[src/include/tsr_map.svh]
// Purpose: Constants for the temperature sensor register bank
// Assumes: 200 MHz system clock
// Notes:   Offsets, field positions, reset values and timing figures
`ifndef TSR_MAP_SVH
`define TSR_MAP_SVH

// Pointer values selecting the data registers
`define TSR_ADDR_TEMP       2'h0
`define TSR_ADDR_CFG        2'h1
`define TSR_ADDR_LOW        2'h2
`define TSR_ADDR_HIGH       2'h3

// Configuration field positions
`define TSR_CFG_ALERT_BIT   5
`define TSR_CFG_RATE_LO     6
`define TSR_CFG_RATE_HI     7
`define TSR_CFG_SLEEP_BIT   8
`define TSR_CFG_MODE_BIT    9
`define TSR_CFG_POL_BIT     10
`define TSR_CFG_FAULT_LO    11
`define TSR_CFG_FAULT_HI    12
`define TSR_CFG_FIXED1_BIT  14
`define TSR_CFG_SHOT_BIT    15

// Reset values
`define TSR_RST_PTR         2'h0
`define TSR_RST_RATE        2'h2
`define TSR_RST_FAULT       2'h0
`define TSR_RST_TEMP        16'h0000
`define TSR_RST_LOW         16'h0000
`define TSR_RST_HIGH        16'h0000

// Timing: clock rate and times in milliseconds
`define TSR_CLK_KHZ         200000
`define TSR_CONV_MIN_MS     22
`define TSR_CONV_TYP_MS     36
`define TSR_CONV_MAX_MS     51
`define TSR_PER_R0_MS       4000
`define TSR_PER_R1_MS       1000
`define TSR_PER_R2_MS       250
`define TSR_PER_R3_MS       125

`endif

[src/include/tsr_pkg.sv]
// Purpose: Types for the temperature sensor register bank
// Assumes: Constants live in tsr_map.svh
// Notes:   Gray-coded byte phase of a serial transaction
`default_nettype none
package tsr_pkg;
   // Byte position inside one transaction
   typedef enum logic [1:0] {
      TSR_PH_PTR  = 2'b00,
      TSR_PH_MSB  = 2'b01,
      TSR_PH_LSB  = 2'b11,
      TSR_PH_DONE = 2'b10
   } tsr_phase_t;
endpackage : tsr_pkg
`default_nettype wire

[src/core/tsr_core.sv]
// Purpose: Register bank, conversion sequencer and alert logic of a temperature sensor
// Assumes: Serial engine outside delivers decoded bytes; inputs synchronous to clk_sys
// Notes:   Data registers go most significant byte first on the serial link
`include "tsr_map.svh"
`default_nettype none
module tsr_core #(
   parameter logic [31:0] CONV_CYCLES = 32'(`TSR_CONV_TYP_MS * `TSR_CLK_KHZ),
   parameter logic [31:0] PER0_CYCLES = 32'(`TSR_PER_R0_MS * `TSR_CLK_KHZ),
   parameter logic [31:0] PER1_CYCLES = 32'(`TSR_PER_R1_MS * `TSR_CLK_KHZ),
   parameter logic [31:0] PER2_CYCLES = 32'(`TSR_PER_R2_MS * `TSR_CLK_KHZ),
   parameter logic [31:0] PER3_CYCLES = 32'(`TSR_PER_R3_MS * `TSR_CLK_KHZ)
) (
   // Clock and reset
   input  wire logic        clk_sys,
   input  wire logic        rst_n,
   // Decoded serial transaction
   input  wire logic        frm_start,
   input  wire logic        frm_write,
   input  wire logic        wr_byte_valid,
   input  wire logic [7:0]  wr_byte,
   input  wire logic        rd_byte_req,
   output logic [7:0]       rd_byte,
   output logic             rd_byte_valid,
   // Converter result
   input  wire logic [15:0] adc_result,
   // Status and alert
   output logic             conv_active,
   output logic             alert_out
);
   import tsr_pkg::*;

   tsr_phase_t  phase_reg;
   logic [1:0]  ptr_reg;
   logic [7:0]  msb_hold_reg;
   logic [7:0]  rd_lsb_reg;
   logic [15:0] temp_reg;
   logic [15:0] low_reg;
   logic [15:0] high_reg;
   logic [1:0]  rate_reg;
   logic        sleep_reg;
   logic        mode_reg;
   logic        pol_reg;
   logic [1:0]  fault_reg;
   logic        shot_reg;
   logic [31:0] per_cnt_reg;
   logic [31:0] conv_cnt_reg;
   logic        busy_reg;
   logic        fault_on_reg;
   logic [1:0]  hi_cnt_reg;
   logic [1:0]  lo_cnt_reg;
   logic        irq_reg;
   logic        alert_flag;
   logic [15:0] cfg_view;
   logic [15:0] sel_view;
   logic        wr_data;
   logic [15:0] wr_word;
   logic [31:0] per_limit;
   logic        conv_done;
   logic        conv_go;
   logic        shot_go;

   // Comparator state seen through the polarity setting
   // Alert flag derivation
   assign alert_flag = fault_on_reg ? pol_reg : ~pol_reg;

   // Configuration as read by the host
   // Reserved bits zero
   always_comb begin
      cfg_view = 16'h0000;
      cfg_view[`TSR_CFG_ALERT_BIT] = alert_flag;
      cfg_view[`TSR_CFG_RATE_HI:`TSR_CFG_RATE_LO] = rate_reg;
      cfg_view[`TSR_CFG_SLEEP_BIT] = sleep_reg;
      cfg_view[`TSR_CFG_MODE_BIT] = mode_reg;
      cfg_view[`TSR_CFG_POL_BIT] = pol_reg;
      cfg_view[`TSR_CFG_FAULT_HI:`TSR_CFG_FAULT_LO] = fault_reg;
      cfg_view[`TSR_CFG_FIXED1_BIT] = 1'b1;
      cfg_view[`TSR_CFG_SHOT_BIT] = shot_reg;
   end

   always_comb begin
      unique case (ptr_reg)
         `TSR_ADDR_TEMP: sel_view = temp_reg;
         `TSR_ADDR_CFG:  sel_view = cfg_view;
         `TSR_ADDR_LOW:  sel_view = low_reg;
         `TSR_ADDR_HIGH: sel_view = high_reg;
      endcase
   end

   // A data word commits on its second byte only
   // Byte port only access
   assign wr_data = wr_byte_valid & frm_write & ~frm_start & (phase_reg == TSR_PH_LSB);
   assign wr_word = {msb_hold_reg, wr_byte};

   // Byte phase of the transaction
   // Most significant byte first
   always_ff @(posedge clk_sys) begin
      if (!rst_n) begin
         phase_reg <= TSR_PH_PTR;
      end else if (frm_start) begin
         phase_reg <= frm_write ? TSR_PH_PTR : TSR_PH_MSB;
      end else if (wr_byte_valid && frm_write) begin
         unique case (phase_reg)
            TSR_PH_PTR:  phase_reg <= TSR_PH_MSB;
            TSR_PH_MSB:  phase_reg <= TSR_PH_LSB;
            TSR_PH_LSB:  phase_reg <= TSR_PH_DONE;
            TSR_PH_DONE: phase_reg <= TSR_PH_DONE;
         endcase
      end else if (rd_byte_req && !frm_write) begin
         phase_reg <= (phase_reg == TSR_PH_MSB) ? TSR_PH_LSB : TSR_PH_MSB;
      end
   end

   // Pointer register; bits above the two address bits are not stored
   // Two writable bits
   always_ff @(posedge clk_sys) begin
      if (!rst_n) begin
         ptr_reg <= `TSR_RST_PTR;
      end else if (wr_byte_valid && frm_write && !frm_start && phase_reg == TSR_PH_PTR) begin
         ptr_reg <= wr_byte[1:0];
      end
   end

   // First data byte waits here for its partner
   always_ff @(posedge clk_sys) begin
      if (!rst_n) begin
         msb_hold_reg <= 8'h00;
      end else if (wr_byte_valid && frm_write && !frm_start && phase_reg == TSR_PH_MSB) begin
         msb_hold_reg <= wr_byte;
      end
   end

   // Read path; low byte snapshotted with the high one so the word is coherent
   // High byte then low
   always_ff @(posedge clk_sys) begin
      if (!rst_n) begin
         rd_byte       <= 8'h00;
         rd_lsb_reg    <= 8'h00;
         rd_byte_valid <= 1'b0;
      end else begin
         rd_byte_valid <= rd_byte_req & ~frm_write & ~frm_start;
         if (rd_byte_req && !frm_write && !frm_start) begin
            if (phase_reg == TSR_PH_MSB) begin
               rd_byte    <= sel_view[15:8];
               rd_lsb_reg <= sel_view[7:0];
            end else begin
               rd_byte <= rd_lsb_reg;
            end
         end
      end
   end

   // Threshold registers
   // Read-write thresholds
   always_ff @(posedge clk_sys) begin
      if (!rst_n) begin
         low_reg  <= `TSR_RST_LOW;
         high_reg <= `TSR_RST_HIGH;
      end else if (wr_data) begin
         if (ptr_reg == `TSR_ADDR_LOW) begin
            low_reg <= wr_word;
         end
         if (ptr_reg == `TSR_ADDR_HIGH) begin
            high_reg <= wr_word;
         end
      end
   end

   // Writable configuration fields; read-only bits are simply not stored
   // Rate reset and write
   always_ff @(posedge clk_sys) begin
      if (!rst_n) begin
         rate_reg  <= `TSR_RST_RATE;
         sleep_reg <= 1'b0;
         mode_reg  <= 1'b0;
         pol_reg   <= 1'b0;
         fault_reg <= `TSR_RST_FAULT;
      end else if (wr_data && ptr_reg == `TSR_ADDR_CFG) begin
         rate_reg  <= wr_word[`TSR_CFG_RATE_HI:`TSR_CFG_RATE_LO];
         sleep_reg <= wr_word[`TSR_CFG_SLEEP_BIT];
         mode_reg  <= wr_word[`TSR_CFG_MODE_BIT];
         pol_reg   <= wr_word[`TSR_CFG_POL_BIT];
         fault_reg <= wr_word[`TSR_CFG_FAULT_HI:`TSR_CFG_FAULT_LO];
      end
   end

   // Single shot only starts when sleep is (or becomes) set in the same word
   assign shot_go = wr_data & (ptr_reg == `TSR_ADDR_CFG) & wr_word[`TSR_CFG_SHOT_BIT]
                    & wr_word[`TSR_CFG_SLEEP_BIT] & ~busy_reg;

   // Shot bit reads one while a single shot converts
   always_ff @(posedge clk_sys) begin
      if (!rst_n) begin
         shot_reg <= 1'b0;
      end else if (shot_go) begin
         shot_reg <= 1'b1;
      end else if (conv_done) begin
         shot_reg <= 1'b0;
      end
   end

   always_comb begin
      unique case (rate_reg)
         2'h0: per_limit = PER0_CYCLES;
         2'h1: per_limit = PER1_CYCLES;
         2'h2: per_limit = PER2_CYCLES;
         2'h3: per_limit = PER3_CYCLES;
      endcase
   end

   // Continuous conversions start at every period boundary, first one at reset release
   assign conv_go   = (~sleep_reg & ~busy_reg & (per_cnt_reg == 32'h0000_0000)) | shot_go;
   assign conv_done = busy_reg & (conv_cnt_reg == CONV_CYCLES - 32'h0000_0001);

   // Period timer; stopped in sleep so waking starts a conversion at once
   always_ff @(posedge clk_sys) begin
      if (!rst_n || sleep_reg || per_cnt_reg >= per_limit - 32'h0000_0001) begin
         per_cnt_reg <= 32'h0000_0000;
      end else begin
         per_cnt_reg <= per_cnt_reg + 32'h0000_0001;
      end
   end

   // Conversion timer; sleep aborts a continuous conversion but not a single shot
   always_ff @(posedge clk_sys) begin
      if (!rst_n) begin
         busy_reg     <= 1'b0;
         conv_cnt_reg <= 32'h0000_0000;
      end else if (conv_go || conv_done || (sleep_reg && !shot_reg)) begin
         busy_reg     <= conv_go;
         conv_cnt_reg <= 32'h0000_0000;
      end else if (busy_reg) begin
         conv_cnt_reg <= conv_cnt_reg + 32'h0000_0001;
      end
   end

   always_ff @(posedge clk_sys) begin
      if (!rst_n) begin
         temp_reg <= `TSR_RST_TEMP;
      end else if (conv_done) begin
         temp_reg <= adc_result;
      end
   end

   // Consecutive fault filter, signed compare of the new result
   // Fault count use
   always_ff @(posedge clk_sys) begin
      if (!rst_n) begin
         fault_on_reg <= 1'b0;
         hi_cnt_reg   <= 2'h0;
         lo_cnt_reg   <= 2'h0;
      end else if (conv_done) begin
         if (!fault_on_reg) begin
            lo_cnt_reg <= 2'h0;
            if ($signed(adc_result) > $signed(high_reg)) begin
               if (hi_cnt_reg == fault_reg) begin
                  fault_on_reg <= 1'b1;
                  hi_cnt_reg   <= 2'h0;
               end else begin
                  hi_cnt_reg <= hi_cnt_reg + 2'h1;
               end
            end else begin
               hi_cnt_reg <= 2'h0;
            end
         end else begin
            hi_cnt_reg <= 2'h0;
            if ($signed(adc_result) < $signed(low_reg)) begin
               if (lo_cnt_reg == fault_reg) begin
                  fault_on_reg <= 1'b0;
                  lo_cnt_reg   <= 2'h0;
               end else begin
                  lo_cnt_reg <= lo_cnt_reg + 2'h1;
               end
            end else begin
               lo_cnt_reg <= 2'h0;
            end
         end
      end
   end

   // Interrupt mode latch: set by each fault state change, cleared by a host read
   // Interrupt behaviour
   always_ff @(posedge clk_sys) begin
      if (!rst_n) begin
         irq_reg <= 1'b0;
      end else if (conv_done && (hi_cnt_reg == fault_reg) && !fault_on_reg
                   && ($signed(adc_result) > $signed(high_reg))) begin
         irq_reg <= 1'b1;
      end else if (conv_done && (lo_cnt_reg == fault_reg) && fault_on_reg
                   && ($signed(adc_result) < $signed(low_reg))) begin
         irq_reg <= 1'b1;
      end else if (rd_byte_req && !frm_write) begin
         irq_reg <= 1'b0;
      end
   end

   // Pin level and status, both straight from flops
   // Polarity applied
   always_ff @(posedge clk_sys) begin
      if (!rst_n) begin
         alert_out   <= 1'b1;
         conv_active <= 1'b0;
      end else begin
         alert_out   <= (mode_reg ? irq_reg : fault_on_reg) ? pol_reg : ~pol_reg;
         conv_active <= busy_reg;
      end
   end
endmodule : tsr_core
`default_nettype wire

[config.mk]
export PLATFORM = sky130hd
export DESIGN_NAME = tsr_core
export DESIGN_NICKNAME = d
export VERILOG_FILES = /design/src/include/tsr_pkg.sv /design/src/core/tsr_core.sv
export VERILOG_INCLUDE_DIRS = /design/src /design/src/include
export SDC_FILE = /design/constraint.sdc
export NUM_CORES = 1
export LEC_CHECK = 0
export ABC_AREA = 1
export BUFFER_PORTS_ARGS = -buffer_cell sky130_fd_sc_hd__clkbuf_2
export CAP_MARGIN = 20
export CORE_MARGIN = 1
export CORE_UTILIZATION = 56
export DETAILED_ROUTE_END_ITERATION = 16
export PLACE_DENSITY_LB_ADDON = 0.25
export RECOVER_POWER = 50
export SYNTH_ARGS = -nofsm -noshare
export SYNTH_HDL_FRONTEND = slang
export SYNTH_SLANG_ARGS = --single-unit
export TNS_END_PERCENT = 30
[constraint.sdc]
create_clock -name clk_sys -period 2 [get_ports clk_sys]
set_input_delay 0.1 -clock clk_sys [delete_from_list [all_inputs] [get_ports clk_sys]]
set_output_delay 0.1 -clock clk_sys [all_outputs]
set_load 0.05 [all_outputs]
Word level (Yosys, flattened, before mapping). Cells that the tools add are included.

Register bits after elaboration: 158. Input bits: 30. Output and inout port bits: 11.

$add $sub $neg: 5. $lt $le $gt $ge: 3. Equality and inequality tests: 12. Mux-type cells: 28. Bitwise gates (word level): 19. Reductions and logical operators: 35.

Operators by type and width (number): 32-bit one-hot mux with 4 select lines (1); 32-bit by 1-bit adder with 32-bit output, second input constant (2); 16-bit one-hot mux with 4 select lines (1); 32-bit by 23-bit equality test with 1-bit output, second input constant (1); 32-bit greater-or-equal comparator (1); 32-bit zero test (1); 32-bit by 1-bit subtractor with 32-bit output, second input constant (1); 2-bit two-way mux (10); 16-bit > comparator (1); 16-bit < comparator (1); 1-bit logical AND (14); 1-bit two-way mux (14); 1-bit AND (12); 2-bit equality test, second input constant (6); 8-bit two-way mux (1); 2-bit by 1-bit equality test with 1-bit output, second input constant (3); 2-bit zero test (3); 1-bit inverter (6); 2-bit one-hot mux with 3 select lines (1); 2-bit AND reduction (3); 3-bit nonzero test (2); 1-bit zero test (5); 2-bit by 1-bit adder with 2-bit output, second input constant (2); 2-bit equality test (2); 4 further kinds (8).

Longest topological paths before layout. Gate-level depths: netlist of run 1.

Word-level depth: 11. Mapped depth: 14.

Worst setup path before layout of run 1. OpenSTA, ideal clock, no wires.

Path kind: reg-to-reg. Start point: register rate_reg[1]. End point: register per_cnt_reg[26]. Data arrival time: 2.038 ns. Required time: 1.920 ns. Path slack: -0.118 ns. Stages on the path, launching flop included: 11. Path buffers: 1. Clock period less this slack: 2.118 ns. Cells stage by stage: dfxtp_1 inv_1 ha_1 inv_1 ha_1 a2111oi_0 nand2_1 nor2_1 nand2_1 buf_2 nor3b_1.

Longest elaborated chain between the ends: 5. Elaborated cells on any way between the ends: 8. Those cells by class: add/sub (1); order compare (1); eq/ne (3); mux (1); reduce/logical (2).

Ends and longest elaborated chain: start, declared (line tsr_core.sv:39) `logic [1:0] rate_reg;`; start signal, assigned (line tsr_core.sv:172) `` rate_reg <= `TSR_RST_RATE; ``; start signal, assigned (line tsr_core.sv:178) `` rate_reg <= wr_word[`TSR_CFG_RATE_HI:`TSR_CFG_RATE_LO]; ``; 2-bit equality test (tied with other cells) (line tsr_core.sv:202) `unique case (rate_reg)`; 32-bit one-hot mux with 4 select lines (*) (line tsr_core.sv:202); 32-bit by 1-bit subtractor with 32-bit output (*) (line tsr_core.sv:216) `if (!rst_n || sleep_reg || per_cnt_reg >= per_limit - 32'h0000_0001) begin`; 32-bit greater-or-equal comparator (*) (line tsr_core.sv:216); 1-bit logical OR (*) (line tsr_core.sv:216); end signal, assigned (line tsr_core.sv:219) `per_cnt_reg <= per_cnt_reg + 32'h0000_0001;`; end, declared (line tsr_core.sv:45) `logic [31:0] per_cnt_reg;`.

Mark *: on every way between the ends. The rest lies on a longest branch, timed or not. The select of a mux whose other input is x is not followed. A chain may end at the register's enable or synchronous reset.

Worst setup path in the final report of run 1. Same ends and word-level chain as after synthesis.

==> impl_metrics.yaml, run 1 <==
synthesis:
  synth.cells.most_frequent: "sky130_fd_sc_hd__nand2_1 (177), sky130_fd_sc_hd__dfxtp_1 (158), sky130_fd_sc_hd__inv_1 (153)"
  dominant_combinational_cell_family_by_area_after_synthesis: "simple AND/OR/NAND/NOR gates"
  post_synth_cell_types: 49
  syn-instance-count: 1179
  synth_compound_gate_area_share_pct: 15.74
  seq_area_frac_synth_pct: 36.78
  postSynthAreaPerCell_um2: 7.294
  synth.yosys.warnings: 0
  xor_xnor_cell_area_share_of_the_yosys_netlist_pct: 4.787
  post_synth_instance_area_um2: 8599
  synthSimpleGateAreaFrac_pct: 25.10
  synth_edf_count: 0
  synth_fa_ha_area_share_pct: 8.875
  synthMuxAreaShare_pct: 0
  synth_async_sr_flop_share_pct: 0
  synth_top_area_share_pct: 36.78
  ys.flop_type: "sky130_fd_sc_hd__dfxtp_1"
  synth-seq-cells: 158
  yosys.cell_count.top_type: "sky130_fd_sc_hd__nand2_1"
  synth_area_leader_cell: "sky130_fd_sc_hd__dfxtp_1"
  ys_top_cells_by_area: "sky130_fd_sc_hd__dfxtp_1 (37%), sky130_fd_sc_hd__ha_1 (8.9%), sky130_fd_sc_hd__nand2_1 (7.7%)"
clocking:
  clock_insertion_delay_worst_skew_ns: 0.43
  cts_tree: "built"
  cts_buffers: 17
  cts_htree_levels: 4
  ctsLongestPathBuffers: 2
  root_buffer: "sky130_fd_sc_hd__clkbuf_16"
  clkSlewWorstSetupHoldPaths_ns: 0.06
  numClockSinks: 158
sta:
  post-route-period-util_pct: 99.75
  worst_slew_pin_slew_ns: 0.6954
  final-hold-violation-count: 0
  setup-tns-final_ns: 0
  timing.fmax_mhz: 501.3
  final.setup_skew_ns: 0.007020
  max-slew-margin-rel_pct: 53.64
  unrepaired_setup_endpoints_after_global_routing: "yes"
  period_needed_ns: 1.995
  setup_viol: 0
  worst_slack_ns: 0.004988
  timing.final.max_slew_violations: 0
setup_path:
  data_arrival_critical_path_ns: 2.36
  setup_slack_on_the_worst_flop_to_flop_path_ns: 0.005
  critPathLaunchType: "flop"
  worstReg2RegStart: "rate_reg[1]"
  critPathRequiredTime_ns: 2.36
  worst-r2r-cell-count: 10
  cp-startpoint: "rate_reg[1]"
  crit_path_end_kind: "flop"
  r2r-end: "per_cnt_reg[26]"
  cp-endpoint: "per_cnt_reg[26]"
  critical_path.max_fanout: 7
  worstSetupPathType: "reg -> reg"
final_layout:
  proportion_of_layout_cells_with_a_drive_suffix_above_1_pct: 15.25
  multi_input_area_um2: 4966
  diodes: 0
  area_added_between_synthesis_and_finish_pct: 20.09
  fill_cells: 1208
  register_area_um2: 3171
  finish.net_count: 1363
global_route:
  grt_resource_usage_total_pct: 29.81
  overflow: 0
  number_of_antenna_violations_at_the_first_check_in_global_routing: 0
  grt_pass1_wl_um: 37450
  vias_in_the_first_global_route: 7732
  largest_net_degree_at_the_start_of_global_routing: 82
power:
  totalPowerFinal_w: 0.006924
  power_density_of_the_placed_cells_nw_per_um2: 670.5
  peakVddDrop_mv: 0.6738
  p_leak_nw: 4.019
routing:
  wl_met1_um: 10330
  route.top_layer_used: "met4"
  routed_wl_met2_um: 10510
  detail_route.first_pass.iterations: 6
  post-route-drc-count: 0
  detailroute.wirelength.met3_um: 1695
  detailedRoute.firstIterationViolations: 696
  vias: 8257
  ant_nets: 0
  avgViaCountPerCell: 5.621
  routed_wl_um: 23160
  wire_per_inst_um: 15.77
placement:
  dpl_worst_slack_ns: -0.06338
  place.detailed.hpwl_um: 16200
  port_buffers: 40
  gp_routability_congestion: 0.9106
outcome:
  result_of_the_run: "completed"
worst_hold_path:
  hold_path_class: "in -> reg"
  min_delay_path_depth: 3
floorplan:
  floorplan.rows: 44
  number_of_i_o_pins: 41
  core_region_area_um2: 14750
  die_height_um: 125.9
  die_area_um2: 15860
  die_width_um: 125.9
  starting_density_of_the_core_pct: 58.29
run:
  drv_cap: 0
stage by stage:
stage          hold slack (ns)  instances  area [um2]  util [%]
2_1_floorplan           0.2302       1180        8611         -
3_3_place_gp            0.3620       1418        9286     62.94
3_5_place_dp            0.3909       1418        9286     62.94
4_1_cts               0.001171       1468       10130     68.63
5_1_grt               0.003240       1469       10330     70.00
6_report              0.005519       1469       10330     70.00
logic make-up (layout without fill, tap and decap cells):
| group | after synthesis | count (layout) |
|---|---|---|
| xor+xnor | 47 | 47 |
| other cells | 1 | 2 |
| flops | 158 | 158 |
| simple gates | 467 | 467 |
| compound gates | 255 | 255 |
| fa+ha+maj | 61 | 61 |
| buf+inv | 190 | 295 |
cell usage in the layout (no fill, tap or decap), drive strengths merged, types with 9 or more instances in the layout:
cell / n
nor2: 155
o22ai: 13
xor2: 38
buf: 46
nor3: 31
ha: 61
dlygate4sd3: 15
o21ai: 98
nand3: 47
clkbuf: 61
nor4: 10
xnor2: 9
inv: 163
nand4: 33
a21oi: 125
nand2: 179
dfxtp: 158
worst min path at each step:
stage	slack [ns]	end	start
after floorplan	0.23	rate_reg[1]	wr_byte[7]
after global placement	0.36	msb_hold_reg[5]	wr_byte[5]
after detailed placement	0.39	msb_hold_reg[5]	wr_byte[5]
after CTS	0.001	phase_reg[1]	frm_start
after global routing	0.003	msb_hold_reg[6]	wr_byte[6]
final	0.006	temp_reg[7]	adc_result[7]
power breakdown:
group | leakage, nW | switching [W] | internal, W | total (W)
logic | 2.47 | 0.000328 | 0.000185 | 0.000513
clock network | 0.269 | 0.00136 | 0.00185 | 0.00321
registers | 1.28 | 0.0000248 | 0.00317 | 0.00320
total | 4.02 | 0.00172 | 0.00521 | 0.00692
final cells by class:
cell class,instances,share of cell area [%]
inverters,158,5.840
flip-flops and latches,158,30.70
repair buffers,105,7.487
clock inverters,15,1.539
clock buffers,17,4.119
well taps,184,2.229
multi-input cells,832,48.09
timing repair:
action,CTS,global route
hold buffers,15,0
endpoints found under the setup margin,26,35
pin swaps,9,21
hold endpoints to repair,17,0
gates cloned,2,0
resized for setup,23,47
setup buffers,1,1
metal layers:
metal	vias up	track usage, %
met5	-	0
met4	0	11.98
met3	51	5.862
met2	315	47.03
met1	3782	40.00
li1	4109	-
worst max-delay path, stage by stage, from the launching register on:
cell and delay, ns:
sky130_fd_sc_hd__dfxtp_4 0.37, sky130_fd_sc_hd__inv_4 0.09, sky130_fd_sc_hd__ha_4 0.16, sky130_fd_sc_hd__inv_4 0.05, sky130_fd_sc_hd__ha_4 0.25, sky130_fd_sc_hd__a2111oi_2 0.30, sky130_fd_sc_hd__nand2_1 0.12, sky130_fd_sc_hd__nor2_2 0.15
sky130_fd_sc_hd__nand2_4 0.12, sky130_fd_sc_hd__buf_6 0.15, sky130_fd_sc_hd__nor3b_2 0.16
Note: power is estimated with default switching activity, not from simulation.
==> inputs of run 2 (changes only) <==
==> constraint.sdc (replaced) <==
create_clock -name clk_sys -period 2 [get_ports clk_sys]
set_input_delay 0.4 -clock clk_sys [delete_from_list [all_inputs] [get_ports clk_sys]]
set_output_delay 0.4 -clock clk_sys [all_outputs]
set_load 0.05 [all_outputs]
==> impl_metrics.yaml, run 2 (synthesis gave the netlist of run 1 again) <==
outcome:
  result_of_the_run: "finished, violations left"
  violated_checks: "negative setup slack"
setup_path:
  cp-startpoint: "rate_reg[0]"
  worstSetupPathType: "reg -> reg"
  r2r-end: "per_cnt_reg[3]"
  setup_slack_on_the_worst_flop_to_flop_path_ns: -0.006
  crit_path_end_kind: "flop"
  critical_path.max_fanout: 6
  critPathLaunchType: "flop"
  worst-r2r-cell-count: 11
  critPathRequiredTime_ns: 2.32
  data_arrival_critical_path_ns: 2.32
  worstReg2RegStart: "rate_reg[0]"
  cp-endpoint: "per_cnt_reg[3]"
sta:
  timing.final.max_slew_violations: 0
  period_needed_ns: 2.006
  unrepaired_setup_endpoints_after_global_routing: "yes"
  timing.fmax_mhz: 498.5
  post-route-period-util_pct: 100.3
  worst_slew_pin_slew_ns: 0.6869
  max-slew-margin-rel_pct: 54.21
  final-hold-violation-count: 0
  setup_viol: 6
  setup-tns-final_ns: -0.02506
  worst_slack_ns: -0.006178
  final.setup_skew_ns: 0.008061
global_route:
  largest_net_degree_at_the_start_of_global_routing: 82
  number_of_antenna_violations_at_the_first_check_in_global_routing: 0
  vias_in_the_first_global_route: 7539
  grt_resource_usage_total_pct: 28.95
  grt_pass1_wl_um: 36670
  overflow: 0
final_layout:
  diodes: 0
  design_area_um2: 10260
  area_added_between_synthesis_and_finish_pct: 19.31
  finish.net_count: 1353
  mostFrequentLayoutCell: "sky130_fd_sc_hd__nand2_1"
  layout.core_utilization_pct: 69.54
  mostFrequentLayoutCells: "sky130_fd_sc_hd__nand2_1 (171), sky130_fd_sc_hd__dfxtp_1 (153), sky130_fd_sc_hd__inv_1 (149)"
  proportion_of_layout_cells_with_a_drive_suffix_above_1_pct: 15.45
clocking:
  cts_tree: "built"
  root_buffer: "sky130_fd_sc_hd__clkbuf_16"
  cts_buffers: 17
  numClockSinks: 158
  cts_hold_buf: 0
  cts_htree_levels: 4
  clock_insertion_delay_worst_skew_ns: 0.43
  ctsLongestPathBuffers: 2
  clkSlewWorstSetupHoldPaths_ns: 0.06
placement:
  port_buffers: 40
  place_area_um2: 9304
  gp_routability_congestion: 0.8952
  place.detailed.hpwl_um: 16300
worst_hold_path:
  hold_path_class: "in -> reg"
floorplan:
  core_region_area_um2: 14750
  starting_density_of_the_core_pct: 58.29
  die_width_um: 125.9
  die_height_um: 125.9
  number_of_i_o_pins: 41
  floorplan.rows: 44
  die_area_um2: 15860
routing:
  detailedRoute.firstIterationViolations: 728
  ant_nets: 0
  detail_route.first_pass.iterations: 6
  wire_per_inst_um: 15.75
  avgViaCountPerCell: 5.555
  post-route-drc-count: 0
  routed_wl_um: 22980
  vias: 8105
power:
  totalPowerFinal_w: 0.006971
  power_density_of_the_placed_cells_nw_per_um2: 679.5
  peakVddDrop_mv: 0.6513
  p_leak_nw: 4.021
run:
  drv_cap: 0
[run 2: changes by cell type in the layout (fill, tap and decap cells not counted), moves of 4 or more]
cell	delta
sky130_fd_sc_hd__dlygate4sd3_1	-15
sky130_fd_sc_hd__clkbuf_1	+5
sky130_fd_sc_hd__inv_6	-5
sky130_fd_sc_hd__clkbuf_8	+4
sky130_fd_sc_hd__dfxtp_2	+4
sky130_fd_sc_hd__nor2_2	-4
[run 2: per-stage QoR]
| step | hold slack (ns) | setup WS (ns) | std cells |
|---|---|---|---|
| after floorplan | 0.4245 | 0.03726 | 1180 |
| after global placement | 0.4339 | 0.01792 | 1422 |
| after detailed placement | 0.4408 | -0.04668 | 1422 |
| after CTS | 0.2261 | -0.01076 | 1454 |
| after global routing | 0.2537 | -0.1070 | 1459 |
| final | 0.2410 | -0.006178 | 1459 |
[run 2: what timing repair did]
action / in CTS / in global routing
gates resized for setup: 9 / 63
setup endpoints to repair: 26 / 38
hold endpoints to repair: 0 / 0
pin swaps: 1 / 25
setup buffers: 0 / 2
cloned: 0 / 3
[run 2: routing by layer]
layer | up-vias | track usage [%] | share of wire [%]
met3 | 40 | 7.477 | 6.6
met1 | 3733 | 38.49 | 46
met4 | 0 | 6.804 | 1.8
met5 | - | 0 | 0
li1 | 4080 | - | -
met2 | 252 | 46.96 | 45
[run 2: area by class of cell]
type                    count  area (um2)
clock inverters            10       111.4
flip-flops and latches    158        3172
inverters                 158       603.1
multi-input cells         832        4991
repair buffers             95       668.1
clock buffers              22       484.2
well taps                 184       230.2
fillers                  1215        4494
[run 2: how the worst min path moves through the flow]
stage	startpoint	endpoint	slack, ns	depth (start not counted)
2_1_floorplan	temp_reg[10]	temp_reg[10]	0.42	2
3_3_place_gp	temp_reg[11]	temp_reg[11]	0.43	2
3_5_place_dp	temp_reg[10]	temp_reg[10]	0.44	2
4_1_cts	wr_byte[4]	msb_hold_reg[4]	0.23	3
5_1_grt	wr_byte[5]	msb_hold_reg[5]	0.25	3
6_report	wr_byte[4]	msb_hold_reg[4]	0.24	3
[run 2: critical path, stage by stage (launching register included)]
cell and delay [ns]:
sky130_fd_sc_hd__dfxtp_2 0.34, sky130_fd_sc_hd__buf_6 0.12, sky130_fd_sc_hd__ha_4 0.19, sky130_fd_sc_hd__ha_1 0.32
sky130_fd_sc_hd__nand2_1 0.08, sky130_fd_sc_hd__nor2_2 0.12, sky130_fd_sc_hd__nand2_1 0.07, sky130_fd_sc_hd__a31oi_1 0.22
sky130_fd_sc_hd__nor2_2 0.08, sky130_fd_sc_hd__nand2_4 0.15, sky130_fd_sc_hd__clkbuf_16 0.17, sky130_fd_sc_hd__a21oi_1 0.04
[run 2: power by group]
group          switching, W  internal [W]
registers         0.0000247       0.00318
logic              0.000324      0.000170
clock network       0.00131       0.00196
